$ cat config.mk
export PLATFORM = sky130hd
export DESIGN_NAME = ectm_timer
export DESIGN_NICKNAME = d
export VERILOG_FILES = /design/src/rtl/ectm_pkg.sv /design/src/rtl/ectm_sync.sv /design/src/rtl/ectm_prescale.sv /design/src/rtl/ectm_timer.sv
export SDC_FILE = /design/constraint.sdc
export NUM_CORES = 1
export LEC_CHECK = 0
export ABC_AREA = 1
export ABC_CLOCK_PERIOD_IN_PS = 4450
export BUFFER_PORTS_ARGS = -buffer_cell sky130_fd_sc_hd__buf_2
export CORE_UTILIZATION = 40
export DETAILED_ROUTE_END_ITERATION = 10
export SLEW_MARGIN = 15
export SYNTH_ARGS = -nofsm -noshare
export SYNTH_HDL_FRONTEND = slang
export SYNTH_HIERARCHICAL = 1
export SYNTH_SLANG_ARGS = --single-unit
$ cat constraint.sdc
create_clock -name clk -period 4.45 [get_ports clk]
set_clock_uncertainty 0.15 [all_clocks]
set_input_delay 0.89 -clock clk [delete_from_list [all_inputs] [get_ports clk]]
set_output_delay 0.89 -clock clk [all_outputs]
set_load 0.005 [all_outputs]
$ cat src/rtl/ectm_pkg.sv
package ectm_pkg;

   // ---------------------------------------------------------------
   // Register map (word indices on the plain port)
   // ---------------------------------------------------------------
   localparam logic [3:0] ADDR_TIMER  = 4'h0;
   localparam logic [3:0] ADDR_MODE   = 4'h1;
   localparam logic [3:0] ADDR_START  = 4'h2;
   localparam logic [3:0] ADDR_STATUS = 4'h3;
   localparam logic [3:0] ADDR_MASK   = 4'h4;

   // ---------------------------------------------------------------
   // Mode register fields
   // ---------------------------------------------------------------
   localparam int MODE_OP_LSB   = 0;
   localparam int MODE_EDGE_LSB = 2;
   localparam int MODE_MEAS_BIT = 4;
   localparam int MODE_SRC_LSB  = 6;
   localparam int MODE_OVF_BIT  = 5;

   localparam logic [1:0] OP_TIMER   = 2'h0;
   localparam logic [1:0] OP_EVENT   = 2'h1;
   localparam logic [1:0] OP_MEASURE = 2'h2;

   localparam logic [1:0] EDGE_FALL = 2'h0;
   localparam logic [1:0] EDGE_RISE = 2'h1;
   localparam logic [1:0] EDGE_BOTH = 2'h2;

   // Status bit positions
   localparam int ST_UNDER = 0;
   localparam int ST_EDGE  = 1;
   localparam int ST_OVF   = 2;

   // Reset values and prescaler ratios
   localparam logic [15:0] TIMER_RST = 16'h0000;
   localparam logic [7:0]  MODE_RST  = 8'h00;
   localparam int DIV8_CYC  = 8;
   localparam int DIV32_CYC = 32;

   // Mode register content as carried between logic
   typedef struct packed {
      logic [1:0] src;
      logic       ovf;
      logic       meas_width;
      logic [1:0] edge_sel;
      logic [1:0] op;
   } ectm_mode_s;

endpackage : ectm_pkg

$ cat src/rtl/ectm_sync.sv
`timescale 1ns/1ns
module ectm_sync (
   input  wire logic clk,
   input  wire logic rst,
   input  wire logic ce,
   input  wire logic d,
   output logic      q
);
   logic meta_r;

   // ---------------------------------------------------------------
   // Two flip-flop synchroniser
   // ---------------------------------------------------------------
   always_ff @(posedge clk or posedge rst) begin
      if (rst) begin
         meta_r <= 1'b0;
         q      <= 1'b0;
      end else if (ce) begin
         meta_r <= d;
         q      <= meta_r;
      end
   end
endmodule : ectm_sync

$ cat src/rtl/ectm_prescale.sv
`timescale 1ns/1ns
module ectm_prescale #(
   parameter int DIV = 8
) (
   input  wire logic clk,
   input  wire logic rst,
   input  wire logic ce,
   output logic      tick
);
   localparam int W = $clog2(DIV);
   logic [W-1:0] cnt_r;

   // ---------------------------------------------------------------
   // Free divider, one-cycle tick per period
   // ---------------------------------------------------------------
   always_ff @(posedge clk or posedge rst) begin
      if (rst) begin
         cnt_r <= '0;
         tick  <= 1'b0;
      end else if (ce) begin
         tick  <= (cnt_r == W'(DIV - 1));
         cnt_r <= (cnt_r == W'(DIV - 1)) ? '0 : cnt_r + 1'b1;
      end
   end
endmodule : ectm_prescale

$ cat src/rtl/ectm_timer.sv
`timescale 1ns/1ns
// How it works
// - Event mode counts input pin edges: rising, falling or both, by software.
// - Event mode counts down; underflow reloads, keeps counting, raises interrupt.
// - Value n gives one underflow per n plus one counted edges.
// - Counter runs only while the start flag is one.
// - Event mode timer read returns the live counter.
// - Stopped write in event mode loads reload register and counter.
// - Running write in event mode loads only reload; counter takes it at reload.
// - Measure mode counts prescaled clock up; edge captures count, restarts from zero.
// - Measure edge raises interrupt, except first edge after start.
// - Measure overflow raises interrupt and sets overflow flag same cycle.
// - Mode write while start flag is one clears overflow flag.
// - Measure mode timer read returns last captured result.
// - Result is undefined until second edge after start is captured.
// - Measure mode timer writes change neither counter nor reload.
// - Low two mode bits select timer, event counter or measure mode.
module ectm_timer
   import ectm_pkg::*;
#(
   parameter int WIDTH = 16
) (
   input  wire logic             clk,
   input  wire logic             rst,
   input  wire logic             ce,
   input  wire logic [3:0]       addr,
   input  wire logic [WIDTH-1:0] wdata,
   input  wire logic             wr,
   input  wire logic             rd,
   output logic      [WIDTH-1:0] rdata,
   input  wire logic             event_input_pin,
   input  wire logic             subclock_div32,
   output logic                  irq
);
   import ectm_pkg::*;

   logic [WIDTH-1:0] cnt_r;
   logic [WIDTH-1:0] reload_r;
   ectm_mode_s       mode_r;
   logic             start_r;
   logic [2:0]       status_r;
   logic [2:0]       mask_r;
   logic             pin_s;
   logic             pin_d_r;
   logic             sub_s;
   logic             sub_d_r;
   logic             seen_edge_r;
   logic             valid_r;
   logic             tick8;
   logic             tick32;
   logic             src_tick;
   logic             rise;
   logic             fall;
   logic             ev_edge;
   logic             ms_edge;
   logic             is_event;
   logic             is_meas;
   logic             run;
   logic             underflow;
   logic             overflow;
   logic             edge_irq;
   logic             wr_timer;
   logic             wr_mode;
   logic [2:0]       ev_set;

   // ---------------------------------------------------------------
   // Pin synchronisers and prescalers
   // ---------------------------------------------------------------
   ectm_sync u_pin_sync (
      .clk (clk),
      .rst (rst),
      .ce  (ce),
      .d   (event_input_pin),
      .q   (pin_s)
   );

   ectm_sync u_sub_sync (
      .clk (clk),
      .rst (rst),
      .ce  (ce),
      .d   (subclock_div32),
      .q   (sub_s)
   );

   ectm_prescale #(.DIV(DIV8_CYC)) u_div8 (
      .clk  (clk),
      .rst  (rst),
      .ce   (ce),
      .tick (tick8)
   );

   ectm_prescale #(.DIV(DIV32_CYC)) u_div32 (
      .clk  (clk),
      .rst  (rst),
      .ce   (ce),
      .tick (tick32)
   );

   // Edge history for pin and subclock
   always_ff @(posedge clk or posedge rst) begin
      if (rst) begin
         pin_d_r <= 1'b0;
         sub_d_r <= 1'b0;
      end else if (ce) begin
         pin_d_r <= pin_s;
         sub_d_r <= sub_s;
      end
   end

   // ---------------------------------------------------------------
   // Decode and edge qualification
   // ---------------------------------------------------------------
   assign rise     = pin_s & ~pin_d_r;
   assign fall     = ~pin_s & pin_d_r;
   assign is_event = (mode_r.op == OP_EVENT);
   assign is_meas  = (mode_r.op == OP_MEASURE);
   assign run      = start_r;
   assign wr_timer = wr & (addr == ADDR_TIMER);
   assign wr_mode  = wr & (addr == ADDR_MODE);

   // Counted edge in event mode
   always_comb begin
      case (mode_r.edge_sel)
         EDGE_FALL: ev_edge = fall;
         EDGE_RISE: ev_edge = rise;
         EDGE_BOTH: ev_edge = rise | fall;
         default:   ev_edge = 1'b0;
      endcase
   end

   // Measured edge: width uses both edges, period uses rise or fall by edge_sel[0]
   assign ms_edge = mode_r.meas_width ? (rise | fall)
                  : (mode_r.edge_sel[0] ? rise : fall);

   // Count source select for measure mode
   always_comb begin
      case (mode_r.src)
         2'h0:    src_tick = 1'b1;
         2'h1:    src_tick = tick8;
         2'h2:    src_tick = tick32;
         default: src_tick = sub_s & ~sub_d_r;
      endcase
   end

   assign underflow = ce & run & is_event & ev_edge & (cnt_r == '0);
   assign overflow  = ce & run & is_meas & ~ms_edge & src_tick
                    & (cnt_r == '1);
   assign edge_irq  = ce & run & is_meas & ms_edge & seen_edge_r;
   assign ev_set    = {overflow, edge_irq, underflow};

   // ---------------------------------------------------------------
   // Counter and reload register
   // ---------------------------------------------------------------
   always_ff @(posedge clk or posedge rst) begin
      if (rst) begin
         cnt_r    <= TIMER_RST;
         reload_r <= TIMER_RST;
      end else if (ce) begin
         if (is_meas) begin
            // Writes ignored here
            if (run && ms_edge) begin
               reload_r <= cnt_r;
               cnt_r    <= '0;
            end else if (run && src_tick) begin
               cnt_r <= cnt_r + 1'b1;
            end
         end else begin
            if (wr_timer) begin
               reload_r <= wdata;
            end
            if (wr_timer && !run) begin
               cnt_r <= wdata;
            end else if (run && is_event && ev_edge) begin
               if (cnt_r == '0) begin
                  cnt_r <= wr_timer ? wdata : reload_r;
               end else begin
                  cnt_r <= cnt_r - 1'b1;
               end
            end
         end
      end
   end

   // ---------------------------------------------------------------
   // First-edge tracking in measure mode
   // ---------------------------------------------------------------
   always_ff @(posedge clk or posedge rst) begin
      if (rst) begin
         seen_edge_r <= 1'b0;
         valid_r     <= 1'b0;
      end else if (ce) begin
         if (!run || !is_meas) begin
            seen_edge_r <= 1'b0;
            valid_r     <= 1'b0;
         end else if (ms_edge) begin
            seen_edge_r <= 1'b1;
            valid_r     <= seen_edge_r;
         end
      end
   end

   // ---------------------------------------------------------------
   // Mode, start and mask registers
   // ---------------------------------------------------------------
   always_ff @(posedge clk or posedge rst) begin
      if (rst) begin
         mode_r  <= MODE_RST;
         start_r <= 1'b0;
         mask_r  <= 3'h0;
      end else if (ce) begin
         if (wr_mode) begin
            mode_r.op         <= wdata[MODE_OP_LSB +: 2];
            mode_r.edge_sel   <= wdata[MODE_EDGE_LSB +: 2];
            mode_r.meas_width <= wdata[MODE_MEAS_BIT];
            mode_r.src        <= wdata[MODE_SRC_LSB +: 2];
         end
         if (overflow) begin
            mode_r.ovf <= 1'b1;
         end else if (wr_mode && start_r) begin
            mode_r.ovf <= 1'b0;
         end
         if (wr && addr == ADDR_START) begin
            start_r <= wdata[0];
         end
         if (wr && addr == ADDR_MASK) begin
            mask_r <= wdata[2:0];
         end
      end
   end

   // ---------------------------------------------------------------
   // Sticky status, cleared by read; a set wins
   // ---------------------------------------------------------------
   always_ff @(posedge clk or posedge rst) begin
      if (rst) begin
         status_r <= 3'h0;
      end else if (ce) begin
         if (rd && addr == ADDR_STATUS) begin
            status_r <= ev_set;
         end else begin
            status_r <= status_r | ev_set;
         end
      end
   end

   assign irq = |(status_r & mask_r);

   // ---------------------------------------------------------------
   // Read data, one cycle after the strobe
   // ---------------------------------------------------------------
   always_ff @(posedge clk or posedge rst) begin
      if (rst) begin
         rdata <= '0;
      end else if (ce) begin
         rdata <= '0;
         if (rd) begin
            case (addr)
               ADDR_TIMER:  rdata <= is_meas ? reload_r : cnt_r;
               ADDR_MODE:   rdata <= WIDTH'(mode_r);
               ADDR_START:  rdata <= WIDTH'(start_r);
               ADDR_STATUS: rdata <= WIDTH'(status_r);
               ADDR_MASK:   rdata <= WIDTH'(mask_r);
               default:     rdata <= '0;
            endcase
         end
      end
   end
endmodule : ectm_timer

==> insert_results.sql, run 1 <==
INSERT INTO impl_metrics (metric_group, metric, value, unit) VALUES
('layout', 'final-seq-area', '2000', 'um^2'),
('yosys', 'syn_inst_count', '828', ''),
('run', 'max-cap-violations', '0', ''),
('cts', 'cts.clk_slew.worst_paths', '0.06', 'ns'),
('layout', 'multi_input_comb_area', '2900', 'um^2'),
('global_route', 'grt_pass1_vias', '4934', ''),
('cts', 'tritoncts', 'yes', ''),
('drt', 'drt-initial-drc-count', '471', ''),
('power_and_ir_drop', 'vdd_drop_max', '0.170', 'mV'),
('timing', 'setup_tns', '0', 'ns'),
('setup_path', 'worst_setup_path_startpoint', 'addr[3]', ''),
('yosys', 'yosysWarningCount', '6', ''),
('timing', 'period_minus_slack', '3.01', 'ns'),
('yosys', 'synth_fp_nets', '864', ''),
('cts', 'ctsHtreeMaxLevel', '3', ''),
('drt', 'wl_per_cell', '15.2', 'um'),
('setup_path', 'critPathRequiredTime', '4.58', 'ns'),
('place', 'final_weighted_congestion_in_routability_driven_placement', '0.886', ''),
('yosys', 'ys.flop_type', 'sky130_fd_sc_hd__dfrtp_1', ''),
('timing', 'final_hold_viol_count', '0', ''),
('yosys', 'post_synth_and_or_nand_nor_area_fraction', '34.8', '%'),
('layout', 'finalNetCount', '883', ''),
('die', 'ios', '44', ''),
('setup_path', 'worst-r2r-setup-slack', '1.52', 'ns'),
('setup_path', 'r2r_cells', '11', ''),
('cts', 'post-cts-setup-buffer-count', '0', ''),
('layout', 'post-route-util', '45.3', '%'),
('global_route', 'global_route_wire_length_before_repair', '26000', 'um'),
('cts', 'cts_hold_buffers', '0', ''),
('timing', 'setup-violations-final', '0', ''),
('yosys', 'post_synth_fa_ha_maj_area_fraction', '2.07', '%'),
('drt', 'count_of_nets_left_with_antenna_violations_after_detail_routing', '0', ''),
('timing', 'final-max-slew-violation-count', '0', ''),
('layout', 'area.growth.synth_to_final', '10.6', '%'),
('cts', 'post_cts_resize_count', '0', ''),
('yosys', 'synth_xor_xnor_area_share', '1.29', '%'),
('place', 'placement.io_buffers', '43', ''),
('setup_path', 'cp-end-kind', 'flip-flop', ''),
('cts', 'cts_buffer_depth', '2', ''),
('power_and_ir_drop', 'power_density', '537', 'nW/um^2'),
('drt', 'detail_route.wirelength', '15600', 'um'),
('layout', 'fillers', '1409', ''),
('drt', 'viasPerCell', '5.15', ''),
('run_status', 'status', 'complete, no violations', ''),
('layout', 'num_antenna_cells', '0', ''),
('layout', 'most-common-layout-cells', 'sky130_fd_sc_hd__nand2_1, sky130_fd_sc_hd__nor2_1, sky130_fd_sc_hd__dfrtp_1', ''),
('timing', 'setup_repair_after_global_routing_missed_its_margin', 'false', ''),
('cts', 'clkLatencyLatePin', '0.35', 'ns'),
('yosys', 'main_combinational_cell_family_by_area_after_synthesis', 'simple AND/OR/NAND/NOR gates', ''),
('yosys', 'synth_sequential_area_ratio', '36.9', '%'),
('setup_path', 'crit_fanout', '28', ''),
('yosys', 'synth.lib_cells_used.distinct', '38', ''),
('worst_hold_path', 'class_of_the_tightest_hold_or_removal_check', 'primary input to asynchronous set/reset pin', ''),
('setup_path', 'crit_type', 'primary input to flip-flop', ''),
('drt', 'vias', '5297', ''),
('global_route', 'largest_net_degree_at_the_start_of_global_routing', '45', ''),
('global_route', 'groute.usage.overall', '23.8', '%'),
('setup_path', 'worst_r2r_endpoint', 'reload_r[7]', ''),
('yosys', 'yosys-mux-area-fraction', '0', '%'),
('cts', 'cts_sink_cnt', '80', ''),
('timing', 'timing.final.crit_share', '67.7', '%'),
('yosys', 'post_synthesis_compound_gate_area_fraction', '15.2', '%'),
('timing', 'worst_slew_pin_slew', '0.785', 'ns'),
('yosys', 'ys_async_sr_fraction', '100', '%'),
('setup_path', 'setup.worst_path.start_class', 'primary input', ''),
('die', 'floorplan.die_area', '14000', 'um^2'),
('power_and_ir_drop', 'power_leakage', '3.12', 'nW'),
('layout', 'final_layout_size_suffix_gt1_share', '11.3', '%'),
('die', 'row_count', '42', ''),
('cts', 'cts-root-buf', 'sky130_fd_sc_hd__clkbuf_16', ''),
('die', 'initial_utilization', '41.0', '%');
-- per-stage QoR --
| stage | worst slack, ns | std cells | instance area (um^2) |
|---|---|---|---|
| global placement | 1.15 | 1012 | 5680 |
| global route | 1.21 | 1028 | 6000 |
| CTS | 1.45 | 1028 | 6000 |
| detailed placement | 1.09 | 1012 | 5680 |
| finish | 1.44 | 1028 | 6000 |
| floorplan | 1.76 | 828 | 5430 |
-- routing by layer --
layer	GRT usage, %	share of wire (%)	vias up
li1	-	-	2680
met4	10.2	2.4	0
met1	32.3	47	2433
met3	4.05	4.9	22
met5	0	0	-
met2	37.2	46	162
-- area by class of cell --
class	instances	area share, %
timing repair buffer	46	3.96
clock inverter	5	1.33
sequential	80	33.3
inverter	85	5.36
clock buffer	11	4.04
tap	176	3.67
multi-input combinational	625	48.3
-- flip-flops by register name, indices dropped and copies added (netlist names) --
signal and cells:
rdata 16, cnt_r 16, status_r 3, u_sub_sync/meta_r 1, u_div8/cnt_r 3, reload_r 16, u_div32/tick 1, u_pin_sync/meta_r 1
seen_edge_r 1, u_sub_sync/q 1, run 1, mode_r 8, u_div8/tick 1, u_div32/cnt_r 5, u_pin_sync/q 1, sub_d_r 1
mask_r 3, pin_d_r 1
-- synth_stat cells, types with 9 or more instances --
cell type	number	share of area, %
sky130_fd_sc_hd__a21oi_1	55	5.1
sky130_fd_sc_hd__a21oi_2	9	1.5
sky130_fd_sc_hd__buf_2	25	2.3
sky130_fd_sc_hd__dfrtp_1	80	37
sky130_fd_sc_hd__ha_1	9	2.1
sky130_fd_sc_hd__inv_1	78	5.4
sky130_fd_sc_hd__nand2_1	260	18
sky130_fd_sc_hd__nand3_1	47	4.3
sky130_fd_sc_hd__nand4_1	11	1.3
sky130_fd_sc_hd__nor2_1	115	7.9
sky130_fd_sc_hd__nor3_1	9	0.83
sky130_fd_sc_hd__o21ai_0	71	6.5
-- report_power, final --
group          internal (mW)  switching [mW]  total (mW)
clock                  0.505           0.305       0.811
sequential             0.928           0.283        1.21
combinational          0.418           0.783        1.20
-- cell families after synthesis --
kind of cell | Yosys count
DFF | 80
AOI/OAI and AO/OA | 150
and+or+nand+nor | 458
xor gates and xnor gates | 8
adders and majority gates | 9
buffers and inverters | 123
-- critical path, stage by stage --
cell and delay, ns:
sky130_fd_sc_hd__buf_2 0.11, sky130_fd_sc_hd__nor2_2 0.41, sky130_fd_sc_hd__nand3_4 0.38, sky130_fd_sc_hd__nor2_4 0.59
sky130_fd_sc_hd__o21ai_2 0.10, sky130_fd_sc_hd__nand2_2 0.09, sky130_fd_sc_hd__nand2_4 0.14, sky130_fd_sc_hd__inv_4 0.23
sky130_fd_sc_hd__nor2_1 0.06, sky130_fd_sc_hd__a21oi_1 0.14
-- how the worst min path moves through the flow --
stage                           start                 to  slack [ns]  cells after the start
floorplan                u_div32/tick       u_div32/tick        0.29                      2
global placement    u_pin_sync/meta_r       u_pin_sync/q        0.31                      2
detailed placement  u_pin_sync/meta_r  u_pin_sync/meta_r        0.31                      2
CTS                               rst  u_sub_sync/meta_r        0.27                      2
global route                      rst  u_pin_sync/meta_r        0.29                      2
finish                            rst  u_sub_sync/meta_r        0.28                      2
Power figures use the tool's default switching activity.
==> run 2, diff against run 1 <==
Settings changed: ABC_AREA 1 to 0, ABC_CLOCK_PERIOD_IN_PS 4450 to 3100.
Clock period 4.45 ns to 3.1 ns, I/O delays scaled along.
==> run 2 against run 1 <==
Net effect:
- non-clock buffer count increased by 39
- global-route usage increased by 1.8 points
- power increased by 36%
- hold slack improved by 0.058 ns
- flip-flop and latch count unchanged
- via count decreased by 7.5%
- design area decreased by 0.85%
- sequential power increased by 34%
- critical endpoint unchanged
- largest power group is now combinational cells
==> insert_results.sql, run 2 <==
INSERT INTO impl_metrics (metric_group, metric, value, unit) VALUES
('run_status', 'status', 'complete, no violations', ''),
('setup_path', 'critical_path.slowest_cell', 'sky130_fd_sc_hd__a21o_1', ''),
('drt', 'drt_drc_violations_left', '0', ''),
('yosys', 'yosys-mux-area-fraction', '7.49', '%'),
('setup_path', 'critPathRequiredTime', '3.18', 'ns'),
('layout', 'area.growth.synth_to_final', '15.7', '%'),
('die', 'initial_utilization', '40.9', '%'),
('power_and_ir_drop', 'finalPower', '4.39', 'mW'),
('worst_hold_path', 'hold-path-endpoint', 'u_div8/cnt_r[0]', ''),
('yosys', 'synth_fp_nets', '609', ''),
('setup_path', 'worstPathArrival', '3.03', 'ns'),
('timing', 'period_minus_slack', '2.95', 'ns'),
('timing', 'final-max-slew-violation-count', '0', ''),
('cts', 'numCtsBuffers', '9', ''),
('yosys', 'ys.flop_type', 'sky130_fd_sc_hd__dfrtp_1', ''),
('layout', 'fillers', '1221', ''),
('power_and_ir_drop', 'power_leakage', '2.53', 'nW'),
('power_and_ir_drop', 'power_report.internal_total', '2.67', 'mW'),
('place', 'place.detailed.hpwl', '11400', 'um'),
('global_route', 'grt_remaining_overflow', '0', ''),
('yosys', 'synth_top_cells_by_area', 'sky130_fd_sc_hd__dfrtp_1, sky130_fd_sc_hd__o22ai_1, sky130_fd_sc_hd__a21oi_1', ''),
('yosys', 'synth_xor_xnor_area_share', '0.851', '%'),
('setup_path', 'setup.worst_path.start_class', 'flip-flop', ''),
('die', 'die_h', '115', 'um'),
('yosys', 'synth.lib_cells_used.distinct', '71', ''),
('drt', 'count_of_nets_left_with_antenna_violations_after_detail_routing', '0', ''),
('power_and_ir_drop', 'clockPowerShare', '24.6', '%'),
('setup_path', 'crit_chain', 'inv_1 > ha_1 > nor4b_4 > nand4_1 > a21o_1 > o21ai_0 > o31ai_1 > a32o_1', ''),
('global_route', 'global_route_wire_length_before_repair', '25500', 'um'),
('drt', 'detail_route.wirelength', '15900', 'um'),
('power_and_ir_drop', 'seqPwrFrac', '37.0', '%'),
('drt', 'vias', '4900', ''),
('setup_path', 'worst_r2r_endpoint', 'cnt_r[14]', ''),
('power_and_ir_drop', 'swShare', '39.2', '%'),
('global_route', 'groute.usage.overall', '25.6', '%'),
('yosys', 'post_synth_most_frequent_cells', 'sky130_fd_sc_hd__dfrtp_1, sky130_fd_sc_hd__a21oi_1, sky130_fd_sc_hd__nand2_1, sky130_fd_sc_hd__nor2_1, sky130_fd_sc_hd__o22ai_1', ''),
('setup_path', 'crit_path_max_incr_delay', '0.46', 'ns'),
('global_route', 'largest_net_degree_at_the_start_of_global_routing', '43', ''),
('die', 'floorplan.die_area', '13300', 'um^2'),
('yosys', 'post_synth.cell_area_avg', '8.98', 'um^2'),
('yosys', 'main_combinational_cell_family_by_area_after_synthesis', 'compound AO/OA/AOI/OAI gates', ''),
('cts', 'cts_buffer_depth', '2', ''),
('yosys', 'netlist_area', '5140', 'um^2'),
('timing', 'setup-violations-final', '0', ''),
('timing', 'final_hold_viol_count', '0', ''),
('timing', 'timing.final.crit_share', '95.0', '%'),
('setup_path', 'cp-end-kind', 'flip-flop', ''),
('cts', 'tritoncts', 'yes', ''),
('power_and_ir_drop', 'netSwitchingPower', '1.72', 'mW'),
('timing', 'fmaxAchievable', '0.339', 'GHz'),
('cts', 'post-cts-setup-buffer-count', '0', ''),
('die', 'die-width', '115', 'um'),
('timing', 'worst_slew_margin_rel', '49.1', '%'),
('place', 'final_weighted_congestion_in_routability_driven_placement', '0.887', ''),
('worst_hold_path', 'worst_hold_path.num_cells', '1', ''),
('die', 'row_count', '41', ''),
('setup_path', 'r2r_cells', '8', ''),
('power_and_ir_drop', 'share_comb_of_total_power', '38.4', '%'),
('drt', 'viasPerCell', '6.12', ''),
('setup_path', 'crit_fanout', '13', ''),
('layout', 'final_layout_size_suffix_gt1_share', '22.4', '%'),
('yosys', 'yosys.area.top_type', 'sky130_fd_sc_hd__dfrtp_1', ''),
('cts', 'clkLatencyLatePin', '0.35', 'ns'),
('timing', 'worst_slew_pin_slew', '0.763', 'ns'),
('die', 'floorplan.core_area', '12600', 'um^2'),
('layout', 'finalNetCount', '660', ''),
('yosys', 'post_synthesis_compound_gate_area_fraction', '23.9', '%'),
('drt', 'drt-initial-drc-count', '522', ''),
('global_route', 'grt_pass1_vias', '4726', ''),
('worst_hold_path', 'class_of_the_tightest_hold_or_removal_check', 'flip-flop to flip-flop', ''),
('setup_path', 'worst-r2r-setup-slack', '0.15', 'ns'),
('yosys', 'post_synth_fa_ha_maj_area_fraction', '2.19', '%'),
('drt', 'detail_route.first_pass.iterations', '5', ''),
('yosys', 'syn_inst_count', '573', ''),
('layout', 'reg_top3', 'cnt_r: 16 flops, rdata: 16 flops, reload_r: 16 flops', ''),
('cts', 'cts.clk_slew.worst_paths', '0.06', 'ns'),
('layout', 'num_antenna_cells', '0', ''),
('layout', 'most-common-layout-cells', 'sky130_fd_sc_hd__dfrtp_1, sky130_fd_sc_hd__nand2_1, sky130_fd_sc_hd__a21oi_1', ''),
('power_and_ir_drop', 'vdd_drop_max', '0.386', 'mV'),
('yosys', 'synth_most_common_cell', 'sky130_fd_sc_hd__dfrtp_1', ''),
('cts', 'cts_sink_cnt', '80', ''),
('yosys', 'post_synth_and_or_nand_nor_area_fraction', '19.5', '%'),
('yosys', 'number_of_register_bits_inferred_by_synthesis', '80', ''),
('timing', 'setup_tns', '0', 'ns'),
('setup_path', 'crit_type', 'flip-flop to flip-flop', ''),
('cts', 'cts_hold_buffers', '1', ''),
('yosys', 'synth_sequential_area_ratio', '38.9', '%'),
('layout', 'mostFrequentLayoutCell', 'sky130_fd_sc_hd__dfrtp_1', ''),
('drt', 'wl_per_cell', '19.9', 'um'),
('yosys', 'yosysWarningCount', '6', ''),
('timing', 'setup_repair_after_global_routing_missed_its_margin', 'false', ''),
('cts', 'ctsHtreeMaxLevel', '3', ''),
('global_route', 'initial_antenna_violation_count', '0', ''),
('place', 'placement.io_buffers', '43', ''),
('setup_path', 'r2r_start', 'cnt_r[1]', ''),
('run', 'max-cap-violations', '0', ''),
('layout', 'post-route-util', '47.4', '%'),
('cts', 'cts-root-buf', 'sky130_fd_sc_hd__clkbuf_16', ''),
('yosys', 'ys_async_sr_fraction', '100', '%'),
('worst_hold_path', 'hp-start', 'u_div8/cnt_r[0]', ''),
('yosys', 'synth_top_area_share', '38.9', '%'),
('timing', 'timing.hold.ws', '0.334', 'ns'),
('power_and_ir_drop', 'power_density', '737', 'nW/um^2'),
('die', 'ios', '44', ''),
('layout', 'multi_input_comb_area', '2780', 'um^2'),
('layout', 'final-seq-area', '2000', 'um^2'),
('yosys', 'synth_edf_count', '0', ''),
('cts', 'post_cts_resize_count', '0', '');
run 2: cell types whose count changed after synthesis, sizes merged, moves of 18 or more:
cell / change
a21oi: -18
clkbuf: +22
inv: -53
mux2: +20
nand2: -219
nand3: -27
nor2: -82
o21ai: -45
o22ai: +36
run 2: how the worst max path moves through the flow:
| stage | cells past startpoint | startpoint | slack, ns | to |
|---|---|---|---|---|
| after floorplan | 8 | addr[3] | 0.32 | cnt_r[0] |
| after global placement | 6 | addr[0] | 0.18 | cnt_r[4] |
| after detailed placement | 6 | addr[0] | 0.13 | cnt_r[4] |
| after CTS | 8 | cnt_r[1] | 0.23 | cnt_r[14] |
| after global routing | 8 | cnt_r[1] | 0.04 | cnt_r[13] |
| final | 8 | cnt_r[1] | 0.15 | cnt_r[14] |
run 2: critical path, delay by kind of cell, from the launching register on:
| kind | cells | cell delay (ns) |
|---|---|---|
| adders and majority gates | 1 | 0.28 |
| and+or+nand+nor | 2 | 0.72 |
| AOI/OAI and AO/OA | 4 | 1.08 |
| DFF | 1 | 0.44 |
| buffers and inverters | 1 | 0.15 |
run 2: final cells by class:
cell class | count | area share (%)
clock inverters | 7 | 1.22
flip-flops and latches | 80 | 33.6
clock buffers | 9 | 3.78
repair buffers | 85 | 9.16
well taps | 172 | 3.61
multi-input cells | 417 | 46.6
inverters | 31 | 1.95
run 2: cell families after synthesis:
family / Yosys count
AOI/OAI and AO/OA: 181
xor gates and xnor gates: 5
adders and majority gates: 9
buffers and inverters: 76
DFF: 80
muxes: 36
and+or+nand+nor: 186
run 2: metrics by stage:
step / setup WS, ns / area, um^2 / instances
5_1_grt: 0.0375 / 5950 / 801
2_1_floorplan: 0.319 / 5140 / 573
3_3_place_gp: 0.182 / 5650 / 784
4_1_cts: 0.230 / 5950 / 801
3_5_place_dp: 0.127 / 5650 / 784
6_report: 0.154 / 5950 / 801
run 2: routing by layer:
layer / GRT usage, % / share of wire (%)
met4: 14.3 / 3.6
met1: 34.2 / 43
met5: 0 / 0
met3: 4.69 / 7.4
met2: 39.2 / 46
run 2: power groups by stage:
stage	clock, mW	sequential (mW)	combinational (mW)
global placement	0	1.62	1.62
global route	1.14	1.66	1.86
floorplan	0	1.51	1.24
finish	1.08	1.62	1.69
CTS	1.10	1.62	1.66
detailed placement	0	1.63	1.66
==> run 3, diff against run 2 <==
Settings changed: ABC_CLOCK_PERIOD_IN_PS 3100 to 3000.
Clock period 3.1 ns to 3 ns, I/O delays scaled along.
==> run 3 against run 2 <==
Net effect:
- fmax rose by 8.1%
- core utilization rose by 0.35 points
- flip-flop and latch count did not move
- largest cell class unchanged
- power rose by 4.3%
- die area did not move
- global-route usage fell by 0.077 points
==> insert_results.sql, run 3 (synthesized netlist as in run 2, its figures left out) <==
INSERT INTO impl_metrics (metric_group, metric, value, unit) VALUES
('run_status', 'status', 'complete, no violations', ''),
('drt', 'viasPerCell', '6.04', ''),
('global_route', 'grt_pass1_vias', '4614', ''),
('place', 'place.detailed.hpwl', '11500', 'um'),
('timing', 'final-max-slew-violation-count', '0', ''),
('layout', 'mostFrequentLayoutCell', 'sky130_fd_sc_hd__dfrtp_1', ''),
('global_route', 'largest_net_degree_at_the_start_of_global_routing', '43', ''),
('timing', 'setup-violations-final', '0', ''),
('global_route', 'grt_remaining_overflow', '0', ''),
('global_route', 'globalRouteMet2Util', '38.8', '%'),
('timing', 'fmaxAchievable', '0.367', 'GHz'),
('cts', 'cts_sink_cnt', '80', ''),
('setup_path', 'critPathRequiredTime', '3.09', 'ns'),
('drt', 'drt-initial-drc-count', '519', ''),
('timing', 'worst_slew_margin_rel', '56.7', '%'),
('die', 'floorplan.core_area', '12600', 'um^2'),
('worst_hold_path', 'class_of_the_tightest_hold_or_removal_check', 'primary input to flip-flop', ''),
('setup_path', 'crit_type', 'flip-flop to flip-flop', ''),
('layout', 'area.growth.synth_to_final', '16.6', '%'),
('timing', 'setup_repair_after_global_routing_missed_its_margin', 'false', ''),
('drt', 'drt_drc_violations_left', '0', ''),
('layout', 'post-route-util', '47.7', '%'),
('place', 'placement.io_buffers', '43', ''),
('die', 'initial_utilization', '40.9', '%'),
('power_and_ir_drop', 'seqPwrFrac', '36.0', '%'),
('die', 'die-width', '115', 'um'),
('power_and_ir_drop', 'clockPowerShare', '24.6', '%'),
('setup_path', 'cp-end-kind', 'flip-flop', ''),
('setup_path', 'worstPathArrival', '2.82', 'ns'),
('die', 'ios', '44', ''),
('layout', 'final_layout_size_suffix_gt1_share', '23.0', '%'),
('setup_path', 'crit_fanout', '12', ''),
('layout', 'num_antenna_cells', '0', ''),
('power_and_ir_drop', 'vdd_drop_max', '0.370', 'mV'),
('global_route', 'grt_most_used_layer', 'met2', ''),
('drt', 'wl_per_cell', '19.8', 'um'),
('global_route', 'groute.usage.overall', '25.5', '%'),
('die', 'die_h', '115', 'um'),
('global_route', 'groute.layer.met1.usage', '34.7', '%'),
('setup_path', 'setup.worst_path.start_class', 'flip-flop', ''),
('drt', 'detail_route.first_pass.iterations', '5', ''),
('cts', 'numCtsBuffers', '9', ''),
('run', 'max-cap-violations', '0', ''),
('drt', 'detail_route.wirelength', '16000', 'um'),
('place', 'post-place-cells', '790', ''),
('cts', 'ctsHtreeMaxLevel', '3', ''),
('power_and_ir_drop', 'power_density', '763', 'nW/um^2'),
('drt', 'count_of_nets_left_with_antenna_violations_after_detail_routing', '0', ''),
('cts', 'tritoncts', 'yes', ''),
('cts', 'clkLatencyLatePin', '0.36', 'ns'),
('cts', 'cts_buffer_depth', '2', ''),
('global_route', 'global_route_wire_length_before_repair', '25300', 'um'),
('timing', 'final_hold_viol_count', '0', ''),
('layout', 'postLayoutCellArea', '6000', 'um^2'),
('layout', 'fillers', '1219', ''),
('cts', 'cts-root-buf', 'sky130_fd_sc_hd__clkbuf_16', ''),
('cts', 'cts.clk_slew.worst_paths', '0.06', 'ns'),
('cts', 'post-cts-setup-buffer-count', '0', ''),
('timing', 'timing.final.crit_share', '90.9', '%'),
('timing', 'period_minus_slack', '2.73', 'ns'),
('layout', 'finalNetCount', '666', ''),
('power_and_ir_drop', 'power_leakage', '2.56', 'nW'),
('die', 'row_count', '41', ''),
('layout', 'reg_top3', 'cnt_r: 16 flops, rdata: 16 flops, reload_r: 16 flops', ''),
('place', 'postPlaceCellArea', '5690', 'um^2'),
('place', 'preCtsSetupSlack', '0.112', 'ns'),
('power_and_ir_drop', 'power_report.internal_total', '2.77', 'mW'),
('cts', 'post_cts_resize_count', '0', ''),
('power_and_ir_drop', 'netSwitchingPower', '1.81', 'mW'),
('layout', 'layout.cells.non_filler', '807', ''),
('drt', 'vias', '4874', ''),
('timing', 'worst_slew_pin_slew', '0.648', 'ns'),
('power_and_ir_drop', 'share_comb_of_total_power', '39.4', '%'),
('layout', 'most-common-layout-cells', 'sky130_fd_sc_hd__dfrtp_1, sky130_fd_sc_hd__buf_4, sky130_fd_sc_hd__nand2_1, sky130_fd_sc_hd__a21oi_1, sky130_fd_sc_hd__buf_2', ''),
('global_route', 'met3_usage', '4.85', '%'),
('power_and_ir_drop', 'swShare', '39.5', '%'),
('global_route', 'initial_antenna_violation_count', '0', ''),
('timing', 'setup_tns', '0', 'ns'),
('die', 'floorplan.die_area', '13300', 'um^2'),
('place', 'final_weighted_congestion_in_routability_driven_placement', '0.900', ''),
('timing', 'final_worst_setup_slack', '0.274', 'ns');
-- run 3: changes by cell type in the layout (fill, tap and decap cells not counted) --
cell / previous run / this run
sky130_fd_sc_hd__inv_6: 0 / 2
sky130_fd_sc_hd__clkinv_4: 2 / 0
sky130_fd_sc_hd__clkbuf_1: 0 / 1
sky130_fd_sc_hd__clkinv_2: 2 / 1
sky130_fd_sc_hd__buf_4: 40 / 46
-- run 3: final cells by class --
class | count | area [um^2] | share of cell area, %
Clock buffer | 10 | 229 | 3.82
Tap cell | 172 | 215 | 3.59
Sequential cell | 80 | 2000 | 33.4
Clock inverter | 6 | 67.6 | 1.13
Timing Repair Buffer | 91 | 591 | 9.85
Inverter | 31 | 116 | 1.94
Multi-Input combinational cell | 417 | 2780 | 46.3
-- run 3: worst max-delay path, stage by stage, from the launching register on --
cell	delay, ns
sky130_fd_sc_hd__dfrtp_1	0.37
sky130_fd_sc_hd__inv_1	0.12
sky130_fd_sc_hd__ha_1	0.28
sky130_fd_sc_hd__nor4b_4	0.30
sky130_fd_sc_hd__nand4_1	0.26
sky130_fd_sc_hd__a21o_1	0.44
sky130_fd_sc_hd__o221ai_1	0.36
sky130_fd_sc_hd__nor2_1	0.10
sky130_fd_sc_hd__a211o_1	0.23
-- run 3: what timing repair did --
item                       in CTS  in global routing
hold buffers                    1                  0
hold endpoints to repair        4                  0
setup endpoints to repair       0                  0
-- run 3: final timing paths --
path,endpoint,depth (start not counted),slack [ns],start
max,cnt_r[6],8,0.27,cnt_r[1]
min,u_pin_sync/meta_r,2,0.33,event_input_pin
max reg2reg,cnt_r[6],8,0.27,cnt_r[1]
min reg2reg,mode_r[5],2,0.33,mode_r[5]
max in group asynchronous,mode_r[4],4,1.26,rst
min in group asynchronous,u_sub_sync/meta_r,3,0.53,rst
-- run 3: power by group through the flow --
| stage | sequential [mW] | clock, mW | combinational [mW] |
|---|---|---|---|
| after floorplan | 1.56 | 0 | 1.28 |
| after global placement | 1.65 | 0 | 1.73 |
| after detailed placement | 1.65 | 0 | 1.78 |
| after CTS | 1.64 | 1.14 | 1.78 |
| after global routing | 1.68 | 1.19 | 1.97 |
| final | 1.65 | 1.12 | 1.81 |
-- run 3: per-stage QoR --
step                hold WS (ns)  power [mW]
finish                     0.327        4.58
global route               0.320        4.84
CTS                        0.320        4.56
detailed placement         0.318        3.43
global placement           0.313        3.38
floorplan                  0.191        2.84
-- run 3: per-layer routing --
layer	wire length [um]	part of all wire, %
met1	7190	45
met2	7280	46
met3	1060	6.7
met4	450	2.8
met5	0	0
